## config.mk

```make
export PLATFORM = sky130hd
export DESIGN_NAME = nand_id_readout
export DESIGN_NICKNAME = d
export VERILOG_FILES = /design/src/id_readout_pkg.sv /design/src/id_fifo_if.sv /design/src/nand_id_readout.sv /design/src/id_byte_fifo.sv
export SDC_FILE = /design/constraint.sdc
export NUM_CORES = 1
export LEC_CHECK = 0
export BUFFER_PORTS_ARGS = -buffer_cell sky130_fd_sc_hd__buf_4
export CORE_MARGIN = 3
export CORE_UTILIZATION = 62
export CTS_CLUSTER_DIAMETER = 30
export DETAILED_ROUTE_END_ITERATION = 7
export GPL_TIMING_DRIVEN = 0
export PLACE_DENSITY = 0.87
export SLEW_MARGIN = 20
export SYNTH_ARGS = -nofsm -noshare
export SYNTH_HDL_FRONTEND = slang
export SYNTH_HIERARCHICAL = 1
export SYNTH_SLANG_ARGS = --single-unit
export TNS_END_PERCENT = 10
```

## constraint.sdc

```tcl
create_clock -name mclk -period 7.7 [get_ports mclk]
set_clock_uncertainty 0.05 [all_clocks]
set_input_delay 1.54 -clock mclk [delete_from_list [all_inputs] [get_ports mclk]]
set_output_delay 1.54 -clock mclk [all_outputs]
set_load 0.1 [all_outputs]
```

## src/id_readout_pkg.sv

```systemverilog
// Purpose: shared constants for the identification read-out block
// Assumes: one clock (mclk, 200 MHz), active-low asynchronous reset
// Notes:   register offsets are word indices on the plain register port
// Operation
// - command 90h then address 00h switches read data to identification bytes
// - five reads give maker, device, then third, fourth, fifth bytes in order
// - identification mode holds, serving bytes, until the host writes another command
// - a sixth read returns the maker byte again; later content is not relied on
// - third byte bits 1:0 give chip count, bits 3:2 give cell type
// - third byte bits 5:4 pages, bit 6 interleave, bit 7 cache program
// - fourth byte bits 1:0 page size, bits 5:4 block size
// - fourth byte bit 2 spare size, bit 6 width, bits 7 and 3 access time
// - fifth byte bits 3:2 planes, 6:4 plane size, 1:0 process, bit 7 zero
`default_nettype none
package id_readout_pkg;
  // host command and address codes, sequence length and fifo depth
  localparam logic [7:0] CMD_IDENT  = 8'h90;
  localparam logic [7:0] ADDR_IDENT = 8'h00;
  localparam int unsigned ID_BYTES  = 5;
  localparam int unsigned FIFO_DEPTH = 8;

  // register indices
  localparam logic [3:0] REG_MAKER  = 4'h0;
  localparam logic [3:0] REG_DEVICE = 4'h1;
  localparam logic [3:0] REG_CAPS   = 4'h2;
  localparam logic [3:0] REG_GEOM   = 4'h3;
  localparam logic [3:0] REG_PLANE  = 4'h4;
  localparam logic [3:0] REG_STATUS = 4'h5;

  // reset values; maker and device values are arbitrary
  localparam logic [7:0] MAKER_RST  = 8'h3A;
  localparam logic [7:0] DEVICE_RST = 8'h5C;
  localparam logic [7:0] CAPS_RST   = 8'h00;
  localparam logic [7:0] GEOM_RST   = 8'h01;
  localparam logic [7:0] PLANE_RST  = 8'h00;

  // field positions of the capability bytes
  localparam int unsigned CAPS_CHIPS_LO = 0;
  localparam int unsigned CAPS_CELL_LO  = 2;
  localparam int unsigned CAPS_PAGES_LO = 4;
  localparam int unsigned CAPS_ILEAVE   = 6;
  localparam int unsigned CAPS_CACHE    = 7;
  localparam int unsigned GEOM_PAGE_LO  = 0;
  localparam int unsigned GEOM_SPARE    = 2;
  localparam int unsigned GEOM_ACC_LO   = 3;
  localparam int unsigned GEOM_BLOCK_LO = 4;
  localparam int unsigned GEOM_WIDTH    = 6;
  localparam int unsigned GEOM_ACC_HI   = 7;
  localparam int unsigned PLANE_PROC_LO = 0;
  localparam int unsigned PLANE_NUM_LO  = 2;
  localparam int unsigned PLANE_SIZE_LO = 4;
  localparam int unsigned PLANE_ZERO    = 7;

  // status register fields
  localparam int unsigned STAT_LEVEL_LO = 0;
  localparam int unsigned STAT_MODE     = 4;
  localparam int unsigned STAT_AWAIT    = 5;
  localparam int unsigned STAT_IDX_LO   = 6;

  typedef enum logic [1:0] {st_idle, st_await_addr, st_ident} cmd_state_t;
endpackage
`default_nettype wire

```

## src/id_fifo_if.sv

```systemverilog
// Purpose: carrier between the read-out sequencer and its byte fifo
// Assumes: both ends on mclk
// Notes:   flush empties the store in one cycle
`default_nettype none
interface id_fifo_if #(parameter int unsigned WIDTH = 8) ();
  logic             push_valid;
  logic             push_ready;
  logic [WIDTH-1:0] push_data;
  logic             pop_valid;
  logic             pop_ready;
  logic [WIDTH-1:0] pop_data;
  logic             flush;
  logic [3:0]       level;

  modport filler (output push_valid, push_data, pop_ready, flush,
                  input  push_ready, pop_valid, pop_data, level);
  modport store  (input  push_valid, push_data, pop_ready, flush,
                  output push_ready, pop_valid, pop_data, level);
endinterface
`default_nettype wire

```

## src/nand_id_readout.sv

```systemverilog
// Purpose: identification read-out of the flash command interface
// Assumes: host pins are asynchronous to mclk and strobes last several mclk periods
// Notes:   capability bytes are software-loaded through the register port
//
// The strobed register port and the register offsets were left to the implementer.
`default_nettype none
module nand_id_readout
  import id_readout_pkg::*;
(
  input  wire logic        mclk,
  input  wire logic        rst_n,
  // host pins
  input  wire logic        ce_n,
  input  wire logic        cle,
  input  wire logic        ale,
  input  wire logic        we_n,
  input  wire logic        re_n,
  input  wire logic [7:0]  io_in,
  output logic      [7:0]  io_out,
  output logic             io_oe,
  // register port
  input  wire logic [3:0]  reg_addr,
  input  wire logic [31:0] reg_wdata,
  input  wire logic        reg_wr,
  input  wire logic        reg_rd,
  output logic      [31:0] reg_rdata
);
  logic        rst_m;
  logic        rst_sync_n;
  logic [12:0] pin_m;
  logic [12:0] pin_s;
  logic        we_prev;
  logic        re_prev;
  logic        wr_ev;
  logic        rd_ev;
  logic        cmd_ev;
  logic        addr_ev;
  logic        entry;
  logic        pop;
  cmd_state_t  state;
  logic [2:0]  prod_idx;
  logic [2:0]  rd_idx;
  logic [7:0]  maker;
  logic [7:0]  device;
  logic [7:0]  caps;
  logic [7:0]  geom;
  logic [7:0]  plane;
  logic        id_mode;
  logic        ce_s;
  logic        cle_s;
  logic        ale_s;
  logic        we_s;
  logic        re_s;
  logic [7:0]  io_s;

  id_fifo_if #(.WIDTH(8)) fq ();

  id_byte_fifo #(.WIDTH(8), .DEPTH(FIFO_DEPTH)) u_fifo (
    .mclk  (mclk),
    .rst_n (rst_sync_n),
    .port  (fq.store)
  );

  // byte of the sequence at a given position
  function automatic logic [7:0] id_byte(input logic [2:0] idx);
    unique case (idx)
      3'h0:    id_byte = maker;
      3'h1:    id_byte = device;
      3'h2:    id_byte = caps;
      3'h3:    id_byte = geom;
      3'h4:    id_byte = plane;
      default: id_byte = maker;
    endcase
  endfunction

  // wraps after the fifth byte, so the sixth read serves the maker again
  function automatic logic [2:0] idx_step(input logic [2:0] idx);
    idx_step = (idx == 3'(ID_BYTES - 1)) ? 3'h0 : idx + 3'h1;
  endfunction

  // reset release through two flip-flops
  always_ff @(posedge mclk or negedge rst_n) begin
    if (!rst_n) begin
      rst_m      <= 1'b0;
      rst_sync_n <= 1'b0;
    end else begin
      rst_m      <= 1'b1;
      rst_sync_n <= rst_m;
    end
  end

  // pin synchronisers; only pin_s is looked at by logic
  always_ff @(posedge mclk or negedge rst_sync_n) begin
    if (!rst_sync_n) begin
      pin_m <= 13'h1F00;
      pin_s <= 13'h1F00;
    end else begin
      pin_m <= {re_n, we_n, ale, cle, ce_n, io_in};
      pin_s <= pin_m;
    end
  end

  assign {re_s, we_s, ale_s, cle_s, ce_s, io_s} = pin_s;

  // strobe history for edge detection
  always_ff @(posedge mclk or negedge rst_sync_n) begin
    if (!rst_sync_n) begin
      we_prev <= 1'b1;
      re_prev <= 1'b1;
    end else begin
      we_prev <= we_s;
      re_prev <= re_s;
    end
  end

  // data latch on write-enable rise, read cycle starts on read-enable fall
  assign wr_ev   = we_s & ~we_prev & ~ce_s;
  assign rd_ev   = ~re_s & re_prev & ~ce_s;
  assign cmd_ev  = wr_ev & cle_s & ~ale_s;
  assign addr_ev = wr_ev & ale_s & ~cle_s;
  assign id_mode = state == st_ident;
  assign entry   = (state == st_await_addr) & addr_ev & (io_s == ADDR_IDENT);

  // command decoder; any command leaves identification mode
  always_ff @(posedge mclk or negedge rst_sync_n) begin
    if (!rst_sync_n) begin
      state <= st_idle;
    end else if (cmd_ev) begin
      state <= (io_s == CMD_IDENT) ? st_await_addr : st_idle;
    end else if (entry) begin
      state <= st_ident;
    end else if (addr_ev && state == st_await_addr) begin
      state <= st_idle;
    end
  end

  // decoder checks: only the command byte and then the right address may open identification mode
  chk_cmd_arms: assert property (@(posedge mclk) disable iff (!rst_sync_n)
    cmd_ev && io_s == CMD_IDENT |=> state == st_await_addr)
    else $error("identification command did not arm the address wait");
  chk_cmd_other: assert property (@(posedge mclk) disable iff (!rst_sync_n)
    cmd_ev && io_s != CMD_IDENT |=> state == st_idle)
    else $error("other command did not return to idle");
  chk_addr_wrong: assert property (@(posedge mclk) disable iff (!rst_sync_n)
    state == st_await_addr && addr_ev && io_s != ADDR_IDENT |=> state == st_idle)
    else $error("wrong address entered identification mode");
  chk_await_hold: assert property (@(posedge mclk) disable iff (!rst_sync_n)
    state == st_await_addr && !wr_ev |=> state == st_await_addr)
    else $error("address wait dropped without a latch");
  // an address byte on its own must never open the mode
  chk_idle_stays: assert property (@(posedge mclk) disable iff (!rst_sync_n)
    state == st_idle && !cmd_ev |=> state == st_idle)
    else $error("idle left without a command");
  chk_mode_entry: assert property (@(posedge mclk) disable iff (!rst_sync_n)
    $rose(id_mode) |-> $past(entry))
    else $error("identification mode entered without command and address");

  // producer: keeps the fifo topped up; stalls on full, which paces it
  assign fq.push_valid = id_mode;
  assign fq.push_data  = id_byte(prod_idx);
  assign fq.flush      = entry | cmd_ev;
  assign pop           = rd_ev & id_mode & fq.pop_valid;
  assign fq.pop_ready  = rd_ev & id_mode;

  always_ff @(posedge mclk or negedge rst_sync_n) begin
    if (!rst_sync_n) begin
      prod_idx <= 3'h0;
    end else if (fq.flush) begin
      prod_idx <= 3'h0;
    end else if (fq.push_valid && fq.push_ready) begin
      prod_idx <= idx_step(prod_idx);
    end
  end

  // the filler walks the ring one step per accepted byte; a full fifo must freeze it
  chk_fill_step: assert property (@(posedge mclk) disable iff (!rst_sync_n)
    fq.push_valid && fq.push_ready && !fq.flush |=> prod_idx == idx_step($past(prod_idx)))
    else $error("filler skipped a byte");
  chk_fill_stall: assert property (@(posedge mclk) disable iff (!rst_sync_n)
    fq.push_valid && !fq.push_ready && !fq.flush |=> $stable(prod_idx))
    else $error("filler moved while the fifo was full");
  chk_flush_empty: assert property (@(posedge mclk) disable iff (!rst_sync_n)
    fq.flush |=> !fq.pop_valid && fq.level == 4'h0)
    else $error("fifo not emptied by a command");

  // read side: each read cycle in identification mode takes the next byte in order
  always_ff @(posedge mclk or negedge rst_sync_n) begin
    if (!rst_sync_n) begin
      rd_idx <= 3'h0;
      io_out <= 8'h00;
    end else if (fq.flush) begin
      rd_idx <= 3'h0;
    end else if (pop) begin
      rd_idx <= idx_step(rd_idx);
      io_out <= fq.pop_data;
    end
  end

  // the served byte holds between reads, and reads outside the mode change nothing
  chk_out_holds: assert property (@(posedge mclk) disable iff (!rst_sync_n)
    !pop |=> $stable(io_out))
    else $error("served byte changed without a read");
  chk_rd_step: assert property (@(posedge mclk) disable iff (!rst_sync_n)
    pop && !fq.flush |=> rd_idx == idx_step($past(rd_idx)))
    else $error("read pointer skipped a byte");
  chk_rd_ignored: assert property (@(posedge mclk) disable iff (!rst_sync_n)
    rd_ev && !id_mode && !fq.flush |=> $stable(rd_idx) && $stable(io_out))
    else $error("read outside identification mode changed the pointer");
  // fifo head and read pointer must agree, or a stale byte would be served
  chk_pop_served: assert property (@(posedge mclk) disable iff (!rst_sync_n)
    pop |-> fq.pop_data == id_byte(rd_idx))
    else $error("fifo head out of step with the read pointer");

  // drive the bus only while a read strobe is low in identification mode
  assign io_oe = id_mode & ~ce_s & ~re_s;

  // capability registers; software loads field values at their byte positions
  always_ff @(posedge mclk or negedge rst_sync_n) begin
    if (!rst_sync_n) begin
      maker  <= MAKER_RST;
      device <= DEVICE_RST;
      caps   <= CAPS_RST;
      geom   <= GEOM_RST;
      plane  <= PLANE_RST;
    end else if (reg_wr) begin
      unique case (reg_addr)
        REG_MAKER:  maker  <= reg_wdata[7:0];
        REG_DEVICE: device <= reg_wdata[7:0];
        REG_CAPS:   caps   <= reg_wdata[7:0];
        REG_GEOM:   geom   <= reg_wdata[7:0];
        REG_PLANE:  plane  <= {1'b0, reg_wdata[6:0]};
        default:    ;
      endcase
    end
  end

  // the top bit of the fifth byte is kept low whatever software writes
  chk_plane_zero: assert property (@(posedge mclk) disable iff (!rst_sync_n)
    reg_wr && reg_addr == REG_PLANE |=> !plane[PLANE_ZERO] && plane[6:0] == $past(reg_wdata[6:0]))
    else $error("fifth byte top bit not held low");

  // register read, answer in the following cycle, unmapped reads zero
  always_ff @(posedge mclk or negedge rst_sync_n) begin
    if (!rst_sync_n) begin
      reg_rdata <= 32'h0000_0000;
    end else if (reg_rd) begin
      unique case (reg_addr)
        REG_MAKER:  reg_rdata <= {24'h00_0000, maker};
        REG_DEVICE: reg_rdata <= {24'h00_0000, device};
        REG_CAPS:   reg_rdata <= {24'h00_0000, caps};
        REG_GEOM:   reg_rdata <= {24'h00_0000, geom};
        REG_PLANE:  reg_rdata <= {24'h00_0000, plane};
        REG_STATUS: reg_rdata <= {23'h00_0000, rd_idx, state == st_await_addr, id_mode, fq.level};
        default:    reg_rdata <= 32'h0000_0000;
      endcase
    end else begin
      reg_rdata <= 32'h0000_0000;
    end
  end

  // checks
  chk_entry_mode: assert property (@(posedge mclk) disable iff (!rst_sync_n)
    entry |=> id_mode && rd_idx == 3'h0)
    else $error("identification entry did not take effect");
  chk_byte_order: assert property (@(posedge mclk) disable iff (!rst_sync_n)
    pop |=> io_out == id_byte($past(rd_idx)))
    else $error("identification byte out of order");
  chk_mode_holds: assert property (@(posedge mclk) disable iff (!rst_sync_n)
    id_mode && !cmd_ev |=> id_mode)
    else $error("identification mode left without a command");
  chk_mode_leaves: assert property (@(posedge mclk) disable iff (!rst_sync_n)
    id_mode && cmd_ev |=> !id_mode ##1 !io_oe)
    else $error("identification mode kept after a command");
  chk_sixth_wrap: assert property (@(posedge mclk) disable iff (!rst_sync_n)
    pop && rd_idx == 3'h4 |=> rd_idx == 3'h0 && io_out == plane)
    else $error("sequence did not wrap after fifth byte");
  chk_third_low: assert property (@(posedge mclk) disable iff (!rst_sync_n)
    pop && rd_idx == 3'h2 |=> io_out[3:0] == {caps[CAPS_CELL_LO+:2], caps[CAPS_CHIPS_LO+:2]})
    else $error("third byte chip or cell field wrong");
  chk_third_high: assert property (@(posedge mclk) disable iff (!rst_sync_n)
    pop && rd_idx == 3'h2 |=> io_out[7:4] == {caps[CAPS_CACHE], caps[CAPS_ILEAVE], caps[CAPS_PAGES_LO+:2]})
    else $error("third byte program fields wrong");
  chk_fourth_size: assert property (@(posedge mclk) disable iff (!rst_sync_n)
    pop && rd_idx == 3'h3 |=> io_out[1:0] == geom[GEOM_PAGE_LO+:2] && io_out[5:4] == geom[GEOM_BLOCK_LO+:2])
    else $error("fourth byte size fields wrong");
  chk_fourth_misc: assert property (@(posedge mclk) disable iff (!rst_sync_n)
    pop && rd_idx == 3'h3 |=> {io_out[7], io_out[6], io_out[3], io_out[2]} ==
      {geom[GEOM_ACC_HI], geom[GEOM_WIDTH], geom[GEOM_ACC_LO], geom[GEOM_SPARE]})
    else $error("fourth byte access or width fields wrong");
  chk_fifth_top: assert property (@(posedge mclk) disable iff (!rst_sync_n)
    pop && rd_idx == 3'h4 |=> io_out[PLANE_ZERO] == 1'b0 && io_out[6:0] == plane[6:0])
    else $error("fifth byte wrong");
  chk_restart_ptr: assert property (@(posedge mclk) disable iff (!rst_sync_n)
    entry |=> prod_idx == 3'h0 && fq.push_valid && fq.push_data == maker)
    else $error("pointer not restarted on reentry");
endmodule
`default_nettype wire

```

## src/id_byte_fifo.sv

```systemverilog
// Purpose: small synchronous fifo holding pending identification bytes
// Assumes: DEPTH is a power of two, at most 8
// Notes:   pop data come from the head register of the store
`default_nettype none
module id_byte_fifo #(
  parameter int unsigned WIDTH = 8,
  parameter int unsigned DEPTH = 8
) (
  input  wire logic mclk,
  input  wire logic rst_n,
  id_fifo_if.store  port
);
  localparam int unsigned AW = $clog2(DEPTH);

  logic [WIDTH-1:0] mem [DEPTH];
  logic [AW:0]      wr_ptr;
  logic [AW:0]      rd_ptr;
  logic             do_push;
  logic             do_pop;

  // full when pointers differ only in the wrap bit
  assign port.push_ready = (wr_ptr ^ rd_ptr) != {1'b1, {AW{1'b0}}};
  assign port.pop_valid  = wr_ptr != rd_ptr;
  assign do_push         = port.push_valid & port.push_ready & ~port.flush;
  assign do_pop          = port.pop_valid & port.pop_ready & ~port.flush;
  assign port.pop_data   = mem[rd_ptr[AW-1:0]];
  assign port.level      = 4'((wr_ptr - rd_ptr));

  // storage, no reset needed on the data words
  always_ff @(posedge mclk) begin
    if (do_push) begin
      mem[wr_ptr[AW-1:0]] <= port.push_data;
    end
  end

  // pointers
  always_ff @(posedge mclk or negedge rst_n) begin
    if (!rst_n) begin
      wr_ptr <= '0;
      rd_ptr <= '0;
    end else if (port.flush) begin
      wr_ptr <= '0;
      rd_ptr <= '0;
    end else begin
      if (do_push) begin
        wr_ptr <= wr_ptr + 1'b1;
      end
      if (do_pop) begin
        rd_ptr <= rd_ptr + 1'b1;
      end
    end
  end
endmodule
`default_nettype wire

```

-- Word level (Yosys, flattened, before mapping)
Memory sizes are Yosys's and may differ from the RTL's. A register that Yosys moved wholly into a read port is not among the register bits.
Cells that the tools add are included.
- add/subtract/negate cells: 5
- equality and inequality tests: 15
- multiplexer cells: 19
- bitwise operators: 25
- reduce and logical (&&, ||, !) cells: 16
- operators by type and width (operator ; number):
    case mux 9 bit (6 select lines) ; 1
    two-way mux 32 bit ; 1
    case mux 8 bit (4 select lines) ; 1
    two-way mux 3 bit ; 6
    bitwise AND 1 bit ; 17
    two-way mux 4 bit ; 4
    AND reduction 2 bit ; 6
    adder 4 x 1 -> 4 bit, second input constant ; 2
    == test 4 x 2 -> 1 bit, second input constant ; 2
    == test 4 x 3 -> 1 bit, second input constant ; 2
    == test 8 bit, second input constant ; 1
    logical NOT 8 bit ; 1
    nonzero test 2 bit ; 4
    adder 3 x 1 -> 3 bit, second input constant ; 2
    == test 3 x 2 -> 1 bit, second input constant ; 2
    == test 3 bit, second input constant ; 2
    two-way mux 2 bit ; 3
    inverter 1 bit ; 6
    == test 4 x 1 -> 1 bit, second input constant ; 1
    logical NOT 4 bit ; 1
    != test 4 bit ; 1
    != test 4 bit, second input constant ; 1
    subtractor 4 bit ; 1
    bitwise XOR 4 bit ; 1
    8 further kinds ; 11
- register bits after elaboration: 117
- RAM bits: 64
- output and inout bits: 41
- logic and storage cells: 98
- memories: 1
- memories (memory ; depth ; bits a word ; rd ports ; clocked after Yosys merged registers in ; wr ports ; RTL line ; source):
    u_fifo.mem ; 8 ; 8 ; 1 ; 1 ; 1 ; id_byte_fifo.sv:15 ; logic [WIDTH-1:0] mem [DEPTH];

-- Longest topological paths before layout
Gate-level depths: netlist (run 1).
- depth after elaboration: 12
- mapped depth: 9

-- Modules after synthesis
Netlist (run 1), hierarchy kept.
- modules (own cells, without submodules) (module ; instances ; cells an instance ; area each (um2) ; seq. area each (um2)):
    nand_id_readout ; 1 ; 331 ; 4305.4 ; 2378.5
    id_byte_fifo ; 1 ; 179 ; 3075.4 ; 2122.0

-- Worst setup path before layout (run 1)
Ideal clock, no wire load.
- path kind: register -> output
- start: register state[0]
- end: output port io_oe
- data arrival time: 1.648 ns
- setup slack: 4.462 ns
- cell stages (with the launch flop): 3
- path buffers: 0
- path through: dfrtp_1 or4b_4 inv_1
- word-level cells in the longest chain between the ends: 3
- RTL lines (item ; RTL line ; source):
    start: declaration ; nand_id_readout.sv:40 ; cmd_state_t state;
    start signal: assignment ; nand_id_readout.sv:127 ; state <= st_idle;
    start signal: assignment ; nand_id_readout.sv:129 ; state <= (io_s == CMD_IDENT) ? st_await_addr : st_idle;
    start signal: assignment ; nand_id_readout.sv:131 ; state <= st_ident;
    == test 2 bit ; nand_id_readout.sv:121 ; assign id_mode = state == st_ident;
    bitwise AND 1 bit (2 in series) ; nand_id_readout.sv:215 ; assign io_oe = id_mode & ~ce_s & ~re_s;
    end: declaration ; nand_id_readout.sv:20 ; output logic io_oe,
Every way passes these cells.

-- Worst setup path in the final report (run 1)
Ends and elaborated chain as after synthesis.

==> results_dict.tcl, run 1 <==
set metrics [dict create \
    overflow 0 \
    slew_headroom 0.477 \
    ios 94 \
    period_needed_ns 3.59 \
    rsz0062_at_grt "false" \
    die_h_um 115 \
    dp_slack_ns 4.26 \
    cts-buffers-inserted 17 \
    dieArea_mm2 0.0133 \
    synth_top_family_by_area "multiplexers" \
    hold_class "flip-flop to flip-flop" \
    ctsHoldBuffers 0 \
    ir_drop_mv 0.156 \
    port_buffers 43 \
    root_buffer "clkbuf_16" \
    hold_violations 0 \
    fillers 661 \
    synth_top_area_cell "dfrtp_1" \
    synth_edf_count 64 \
    fin_crit_sh 0.466 \
    dp_hpwl_um 10400 \
    synth_flop_cell "dfrtp_1" \
    gp_congestion 0.887 \
    maxCapViolations 0 \
    vias 4626 \
    crit_type "flip-flop to primary output" \
    cts.path.max_buffers 2 \
    synth.distinct_cells 67 \
    nets 665 \
    setup-violations-final 0 \
    synth-xor-area-share 0.0117 \
    ant_nets 0 \
    crit_chain "or4b_4, inv_1, buf_4" \
    cp-start-kind "flip-flop" \
    fmax_mhz 279 \
    hold_slack_ns 0.298 \
    p_total_mw 2.12 \
    synth_top_area_share 0.275 \
    routed_wl_um 15500 \
    drt-pass1-iter-count 5 \
    drc 0 \
    synth-seq-area-share 0.610 \
    h-tree-depth 4 \
    fin_tns_setup_ns 0 \
    crit_arrival_ns 2.00 \
    synthAdderAreaFrac 0.0231 \
    max_stage_delay_ns 0.62 \
    reg2reg_from "prod_idx[2]" \
    clkLatencyLatePin_ns 0.42 \
    synth-compound-area-share 0.0754 \
    synth_top_cells_by_area "dfrtp_1 27%, edfxtp_1 26%, mux2_2 8.7%, dfstp_2 7.5%, mux4_1 2.8%" \
    async_flop_share 0.614 \
    first_global_vias 4689 \
    drt_iter0_drc 411 \
    maxSlewViolCount 0 \
    muxShareOfSynthArea 0.162 \
    cts_tree "yes" \
    ctsResizeCount 0 \
    wl_per_cell_um 20.5 \
    p_leak_nw 3.62 \
    core_mm2 0.0115 \
    cts_setup_buffers 0 \
    synth-seq-cells 166 \
    yosysWarnings 6 \
    fin_ws_ns 4.11 \
    synth-simple-area-share 0.0702 \
    initial_core_util 0.641 \
    antenna_found_initial 0 \
    final_area_mm2 0.00867 \
    min_from "pin_m[7]" \
    tightest_slew_ns 0.780 \
    end_kind "primary output" \
    status "complete, no violations" \
    grt_max_degree 55 \
    slowest_stage "or4b_4" \
    grt_usage 0.247 \
    rows 39 \
    clock_sinks 166 \
    startpoint "state[0]" \
    synth.avg_cell_area_um2 14.5 \
    grt_pass1_wl_um 24400 \
    area_delta_synth_final_pct 17.5 \
    die-width_um 115 \
    netlist_instances 510 \
    diodes 0 \
    viasPerCell 6.13 \
    syn_area_mm2 0.00738 \
    crit_fanout 7 \
    path_clk_slew_ns 0.06 \
    powerDensity_mw_per_mm2 244 \
    drive_gt1_frac 0.364 \
    required_ns 6.11 \
    place_area_mm2 0.00805 \
]
==> flip-flops by register name (all words and copies together), names as in the netlist, 2 cells and up <==
signal and cells:
u_fifo/mem 64, pin_m 13, pin_s 13, reg_rdata 9, caps 8, device 8
geom 8, io_out 8, maker 8, plane 7, u_fifo/rd_ptr 4, u_fifo/wr_ptr 4
prod_idx 3, rd_idx 3, state 2
==> routing by layer <==
layer | share of wire | global-route usage
met4 | 0.019 | 0.0939
met2 | 0.51 | 0.403
met1 | 0.39 | 0.326
met3 | 0.080 | 0.0563
met5 | 0 | 0
==> path summary, 6_finish.rpt <==
check | to | slack (ns) | depth (start not counted)
setup reg to reg | u_fifo/mem[0][4] | 4.46 | 7
hold reg to reg | pin_s[7] | 0.30 | 0
max in group asynchronous | re_prev | 6.50 | 1
setup / recovery | io_oe | 4.11 | 3
min in group asynchronous | device[7] | 0.34 | 0
hold / removal | pin_s[7] | 0.30 | 0
==> metrics by stage <==
step           utilization  std cells
2_1_floorplan            -        532
3_3_place_gp         0.692        718
3_5_place_dp         0.699        723
4_1_cts              0.753        755
5_1_grt              0.753        755
6_report             0.753        755
==> worst max-delay path, delay by kind of cell (launching register included) <==
kind | cells | cell delay (ns)
buffers and inverters | 2 | 0.49
DFF | 1 | 0.47
and+or+nand+nor | 1 | 0.62
==> synth_stat cells (all sizes together), types with 2 or more instances <==
| master | number |
|---|---|
| dfrtp | 81 |
| edfxtp | 64 |
| mux2 | 57 |
| buf | 36 |
| nand2 | 33 |
| dfstp | 21 |
| a21oi | 17 |
| a22oi | 17 |
| mux2i | 16 |
| mux4 | 16 |
| inv | 14 |
| nor2 | 13 |
| o21ai | 13 |
| ha | 12 |
| clkbuf | 11 |
| a32oi | 7 |
| nand3 | 7 |
| xnor2 | 6 |
| nand4 | 5 |
| nor3 | 5 |
| nor4 | 5 |
| o22a | 5 |
| nand3b | 4 |
| nor3b | 4 |
| o211ai | 3 |
| xor2 | 3 |
| a211oi | 2 |
| a41oi | 2 |
| and2 | 2 |
| and3 | 2 |
| conb | 2 |
| nand2b | 2 |
| nor4b | 2 |
| nor4bb | 2 |
| or3 | 2 |
| or3b | 2 |
==> final cells by class <==
class	instances	area (µm²)	share of cell area
Inverter	14	52.6	0.00606
Clock inverter	8	83.8	0.00967
Timing Repair Buffer	48	363	0.0418
Multi-Input combinational cell	305	2660	0.307
Buffer	47	297	0.0342
Clock buffer	24	533	0.0615
Sequential cell	166	4500	0.519
Tap cell	143	179	0.0206
==> cell families (layout without fill, tap and decap cells) <==
| group | count (synthesis) | count (layout) |
|---|---|---|
| AO/OA/AOI/OAI | 76 | 76 |
| XOR/XNOR | 9 | 9 |
| flip-flops | 166 | 166 |
| buffers and inverters | 61 | 141 |
| multiplexers | 89 | 89 |
| adder cells (fa/ha/maj) | 13 | 13 |
| AND/OR/NAND/NOR | 94 | 94 |
| other | 2 | 24 |
==> placed cells by master, fill, tap and decap left out, types with 5 or more instances in the layout <==
| cell type | Yosys | layout |
|---|---|---|
| a21oi_1 | 15 | 15 |
| a22oi_1 | 17 | 17 |
| a32oi_1 | 7 | 7 |
| buf_2 | 8 | 12 |
| buf_4 | 23 | 66 |
| clkbuf_1 | 11 | 11 |
| clkbuf_16 | 0 | 18 |
| clkbuf_8 | 0 | 6 |
| conb_1 | 2 | 24 |
| dfrtp_1 | 81 | 80 |
| dfstp_2 | 21 | 21 |
| edfxtp_1 | 64 | 64 |
| ha_1 | 12 | 12 |
| inv_1 | 13 | 13 |
| mux2_2 | 57 | 57 |
| mux2i_1 | 16 | 16 |
| mux4_1 | 8 | 8 |
| mux4_2 | 8 | 8 |
| nand2_1 | 32 | 32 |
| nand3_1 | 7 | 7 |
| nand4_1 | 5 | 5 |
| nor2_1 | 12 | 12 |
| o21ai_0 | 11 | 11 |
| o22a_1 | 5 | 5 |
| xnor2_1 | 5 | 5 |
==> power by group <==
part | leakage [nW] | switching [mW] | internal [mW]
clock network | 0.304 | 0.330 | 0.518
logic | 1.48 | 0.131 | 0.0807
registers | 1.84 | 0.0499 | 1.01
total | 3.62 | 0.511 | 1.61
No activity file was read; power rests on OpenSTA's default activity.
==> run 2: changes to the inputs <==
- ABC_AREA: default -> 1
- CORE_UTILIZATION: 62 -> 53
- PLACE_DENSITY: 0.87 -> 0.79
- clock period: 7.7 -> 3 ns (I/O delays scaled with it)
==> results_dict.tcl, run 2 <==
set metrics [dict create \
    status "complete, no violations" \
    netlist_instances 803 \
    yosysWarnings 6 \
    switchingPower_mw 1.46 \
    synth_edf_count 64 \
    drc 0 \
    final_util 0.643 \
    synth_flop_cell "dfrtp_1" \
    crit_chain "inv_2, buf_2, ha_1, nand2_2, nor2_8, nand2_4, nand3_4, nor2_1" \
    setup-violations-final 0 \
    tightest_slew_ns 0.845 \
    initial_core_util 0.550 \
    crit_type "flip-flop to flip-flop" \
    viasPerCell 5.39 \
    reg2reg_from "u_fifo/rd_ptr[1]" \
    end_kind "flip-flop" \
    synth_top_area_cell "dfrtp_1" \
    period_needed_ns 2.68 \
    slowest_stage "nor2_1" \
    maxSlewViolCount 0 \
    drive_gt1_frac 0.213 \
    synth-seq-area-share 0.583 \
    port_buffers 46 \
    place_area_mm2 0.00842 \
    synth-seq-cells 166 \
    wl_per_cell_um 16.5 \
    synth.distinct_cells 38 \
    synth_top_cells_by_area "dfrtp_1 26%, edfxtp_1 25%, nand2_1 8.0%, dfstp_2 7.1%, nor2_1 5.0%" \
    maxCapViolations 0 \
    crit_family "simple AND/OR/NAND/NOR gates" \
    combPwrFrac 0.110 \
    cp-start-kind "flip-flop" \
    clkLatencyLatePin_ns 0.42 \
    nets 958 \
    diodes 0 \
    rsz0062_at_grt "false" \
    hold_violations 0 \
    ant_nets 0 \
    p_leak_nw 4.10 \
    hold_class "primary input to flip-flop" \
    grt_pass1_wl_um 28500 \
    root_buffer "clkbuf_16" \
    drt_iter0_drc 700 \
    cts_tree "yes" \
    synth.avg_cell_area_um2 9.62 \
    clock_sinks 166 \
    gp_congestion 0.921 \
    final_common_cell "nand2_1" \
    swShare 0.265 \
    antenna_found_initial 0 \
    path_clk_slew_ns 0.06 \
    ir_drop_mv 0.664 \
    drt-pass1-iter-count 7 \
    fillers 1127 \
    hold_slack_ns 0.231 \
    vias 5851 \
    cts_setup_buffers 0 \
    startpoint "u_fifo/rd_ptr[1]" \
    fmax_mhz 373 \
    seqPwrFrac 0.490 \
    largest_reg_flops 64 \
    dp_hpwl_um 12800 \
    dieArea_mm2 0.0161 \
    crit_arrival_ns 2.68 \
    required_ns 3.00 \
    grt_max_degree 55 \
    max_stage_delay_ns 0.60 \
    synth_top_area_share 0.262 \
    slew_headroom 0.436 \
    h-tree-depth 4 \
    overflow 0 \
    final_area_mm2 0.00903 \
    powerDensity_mw_per_mm2 610 \
    p_int_mw 4.05 \
    fin_crit_sh 0.893 \
    routed_wl_um 17900 \
    p_total_mw 5.51 \
    path_buf_inv 2 \
    core_mm2 0.0140 \
    fin_tns_setup_ns 0 \
    die-width_um 127 \
    most-common-layout-cells "164 x nand2_1, 103 x nor2_1, 80 x dfrtp_1" \
    area_delta_synth_final_pct 16.8 \
    die_h_um 127 \
    yosysMostFrequentCell "nand2_1" \
    crit_fanout 10 \
    rows 43 \
    cts-buffers-inserted 17 \
    ios 94 \
    first_global_vias 5468 \
    p_clk_frac 0.401 \
    min_from "ce_n" \
    grt_usage 0.229 \
    async_flop_share 0.614 \
    synthTopCellsByCount "164 x nand2_1, 103 x nor2_1, 81 x dfrtp_1" \
    cts.path.max_buffers 2 \
    syn_area_mm2 0.00773 \
]
## run 2: repair_timing
action                                 4_1_cts  5_1_grt
endpoints found under the hold margin        2        0
resized for setup                            0        0
hold buffers                                 1        0
## run 2: cells by family (layout without fill, tap and decap cells)
kind of cell               Yosys count  count (layout)  share of synthesized area
and+or+nand+nor                    383             383                      0.226
DFF                                166             166                      0.583
buffers and inverters              119             199                     0.0828
AOI/OAI and AO/OA                  116             116                     0.0810
adders and majority gates           13              13                     0.0220
xor gates and xnor gates             4               4                    0.00454
other                                2              24                   0.000972
## run 2: layout make-up
type | instances | area, µm² | area share
Buffer | 51 | 384 | 0.0426
Tap cell | 180 | 225 | 0.0250
Timing Repair Buffer | 48 | 383 | 0.0424
Multi-Input combinational cell | 540 | 2670 | 0.296
Clock buffer | 17 | 425 | 0.0471
Clock inverter | 15 | 175 | 0.0194
Inverter | 68 | 255 | 0.0283
Sequential cell | 166 | 4500 | 0.499
## run 2: power by group through the flow
stage	combinational [mW]	sequential [mW]	clock [mW]
finish	0.604	2.70	2.21
global route	0.659	2.72	2.34
CTS	0.602	2.69	2.24
detailed placement	0.597	2.74	0
global placement	0.565	2.74	0
floorplan	0.390	2.74	0
## run 2: layer usage
layer  part of all wire  GRT usage  vias up
met5                  0          0        -
met4              0.026     0.0927        0
met3              0.068     0.0451       25
met2               0.48      0.365      238
met1               0.42      0.310     2783
li1                   -          -     2805
## run 2: worst reg2reg max path, cell delays in order, from the launching register on
cell     delay [ns]
dfrtp_1        0.47
inv_2          0.18
buf_2          0.28
ha_1           0.30
nand2_2        0.13
nor2_8         0.05
nand2_4        0.14
nand3_4        0.11
nor2_1         0.60
## run 2: final timing paths
kind	cells past startpoint	end	slack (ns)
max	8	u_fifo/mem[7][2]	0.32
min reg2reg	0	pin_s[7]	0.29
min in group asynchronous	0	pin_m[0]	0.31
min	1	pin_m[8]	0.23
max reg2reg	8	u_fifo/mem[7][2]	0.32
max in group asynchronous	1	maker[3]	1.86
## run 2: through the flow
| step | setup WS (ns) | instances |
|---|---|---|
| 6_report | 0.322 | 1085 |
| 3_3_place_gp | 0.387 | 1051 |
| 3_5_place_dp | 0.335 | 1052 |
| 2_1_floorplan | 0.424 | 825 |
| 5_1_grt | 0.181 | 1085 |
| 4_1_cts | 0.298 | 1085 |
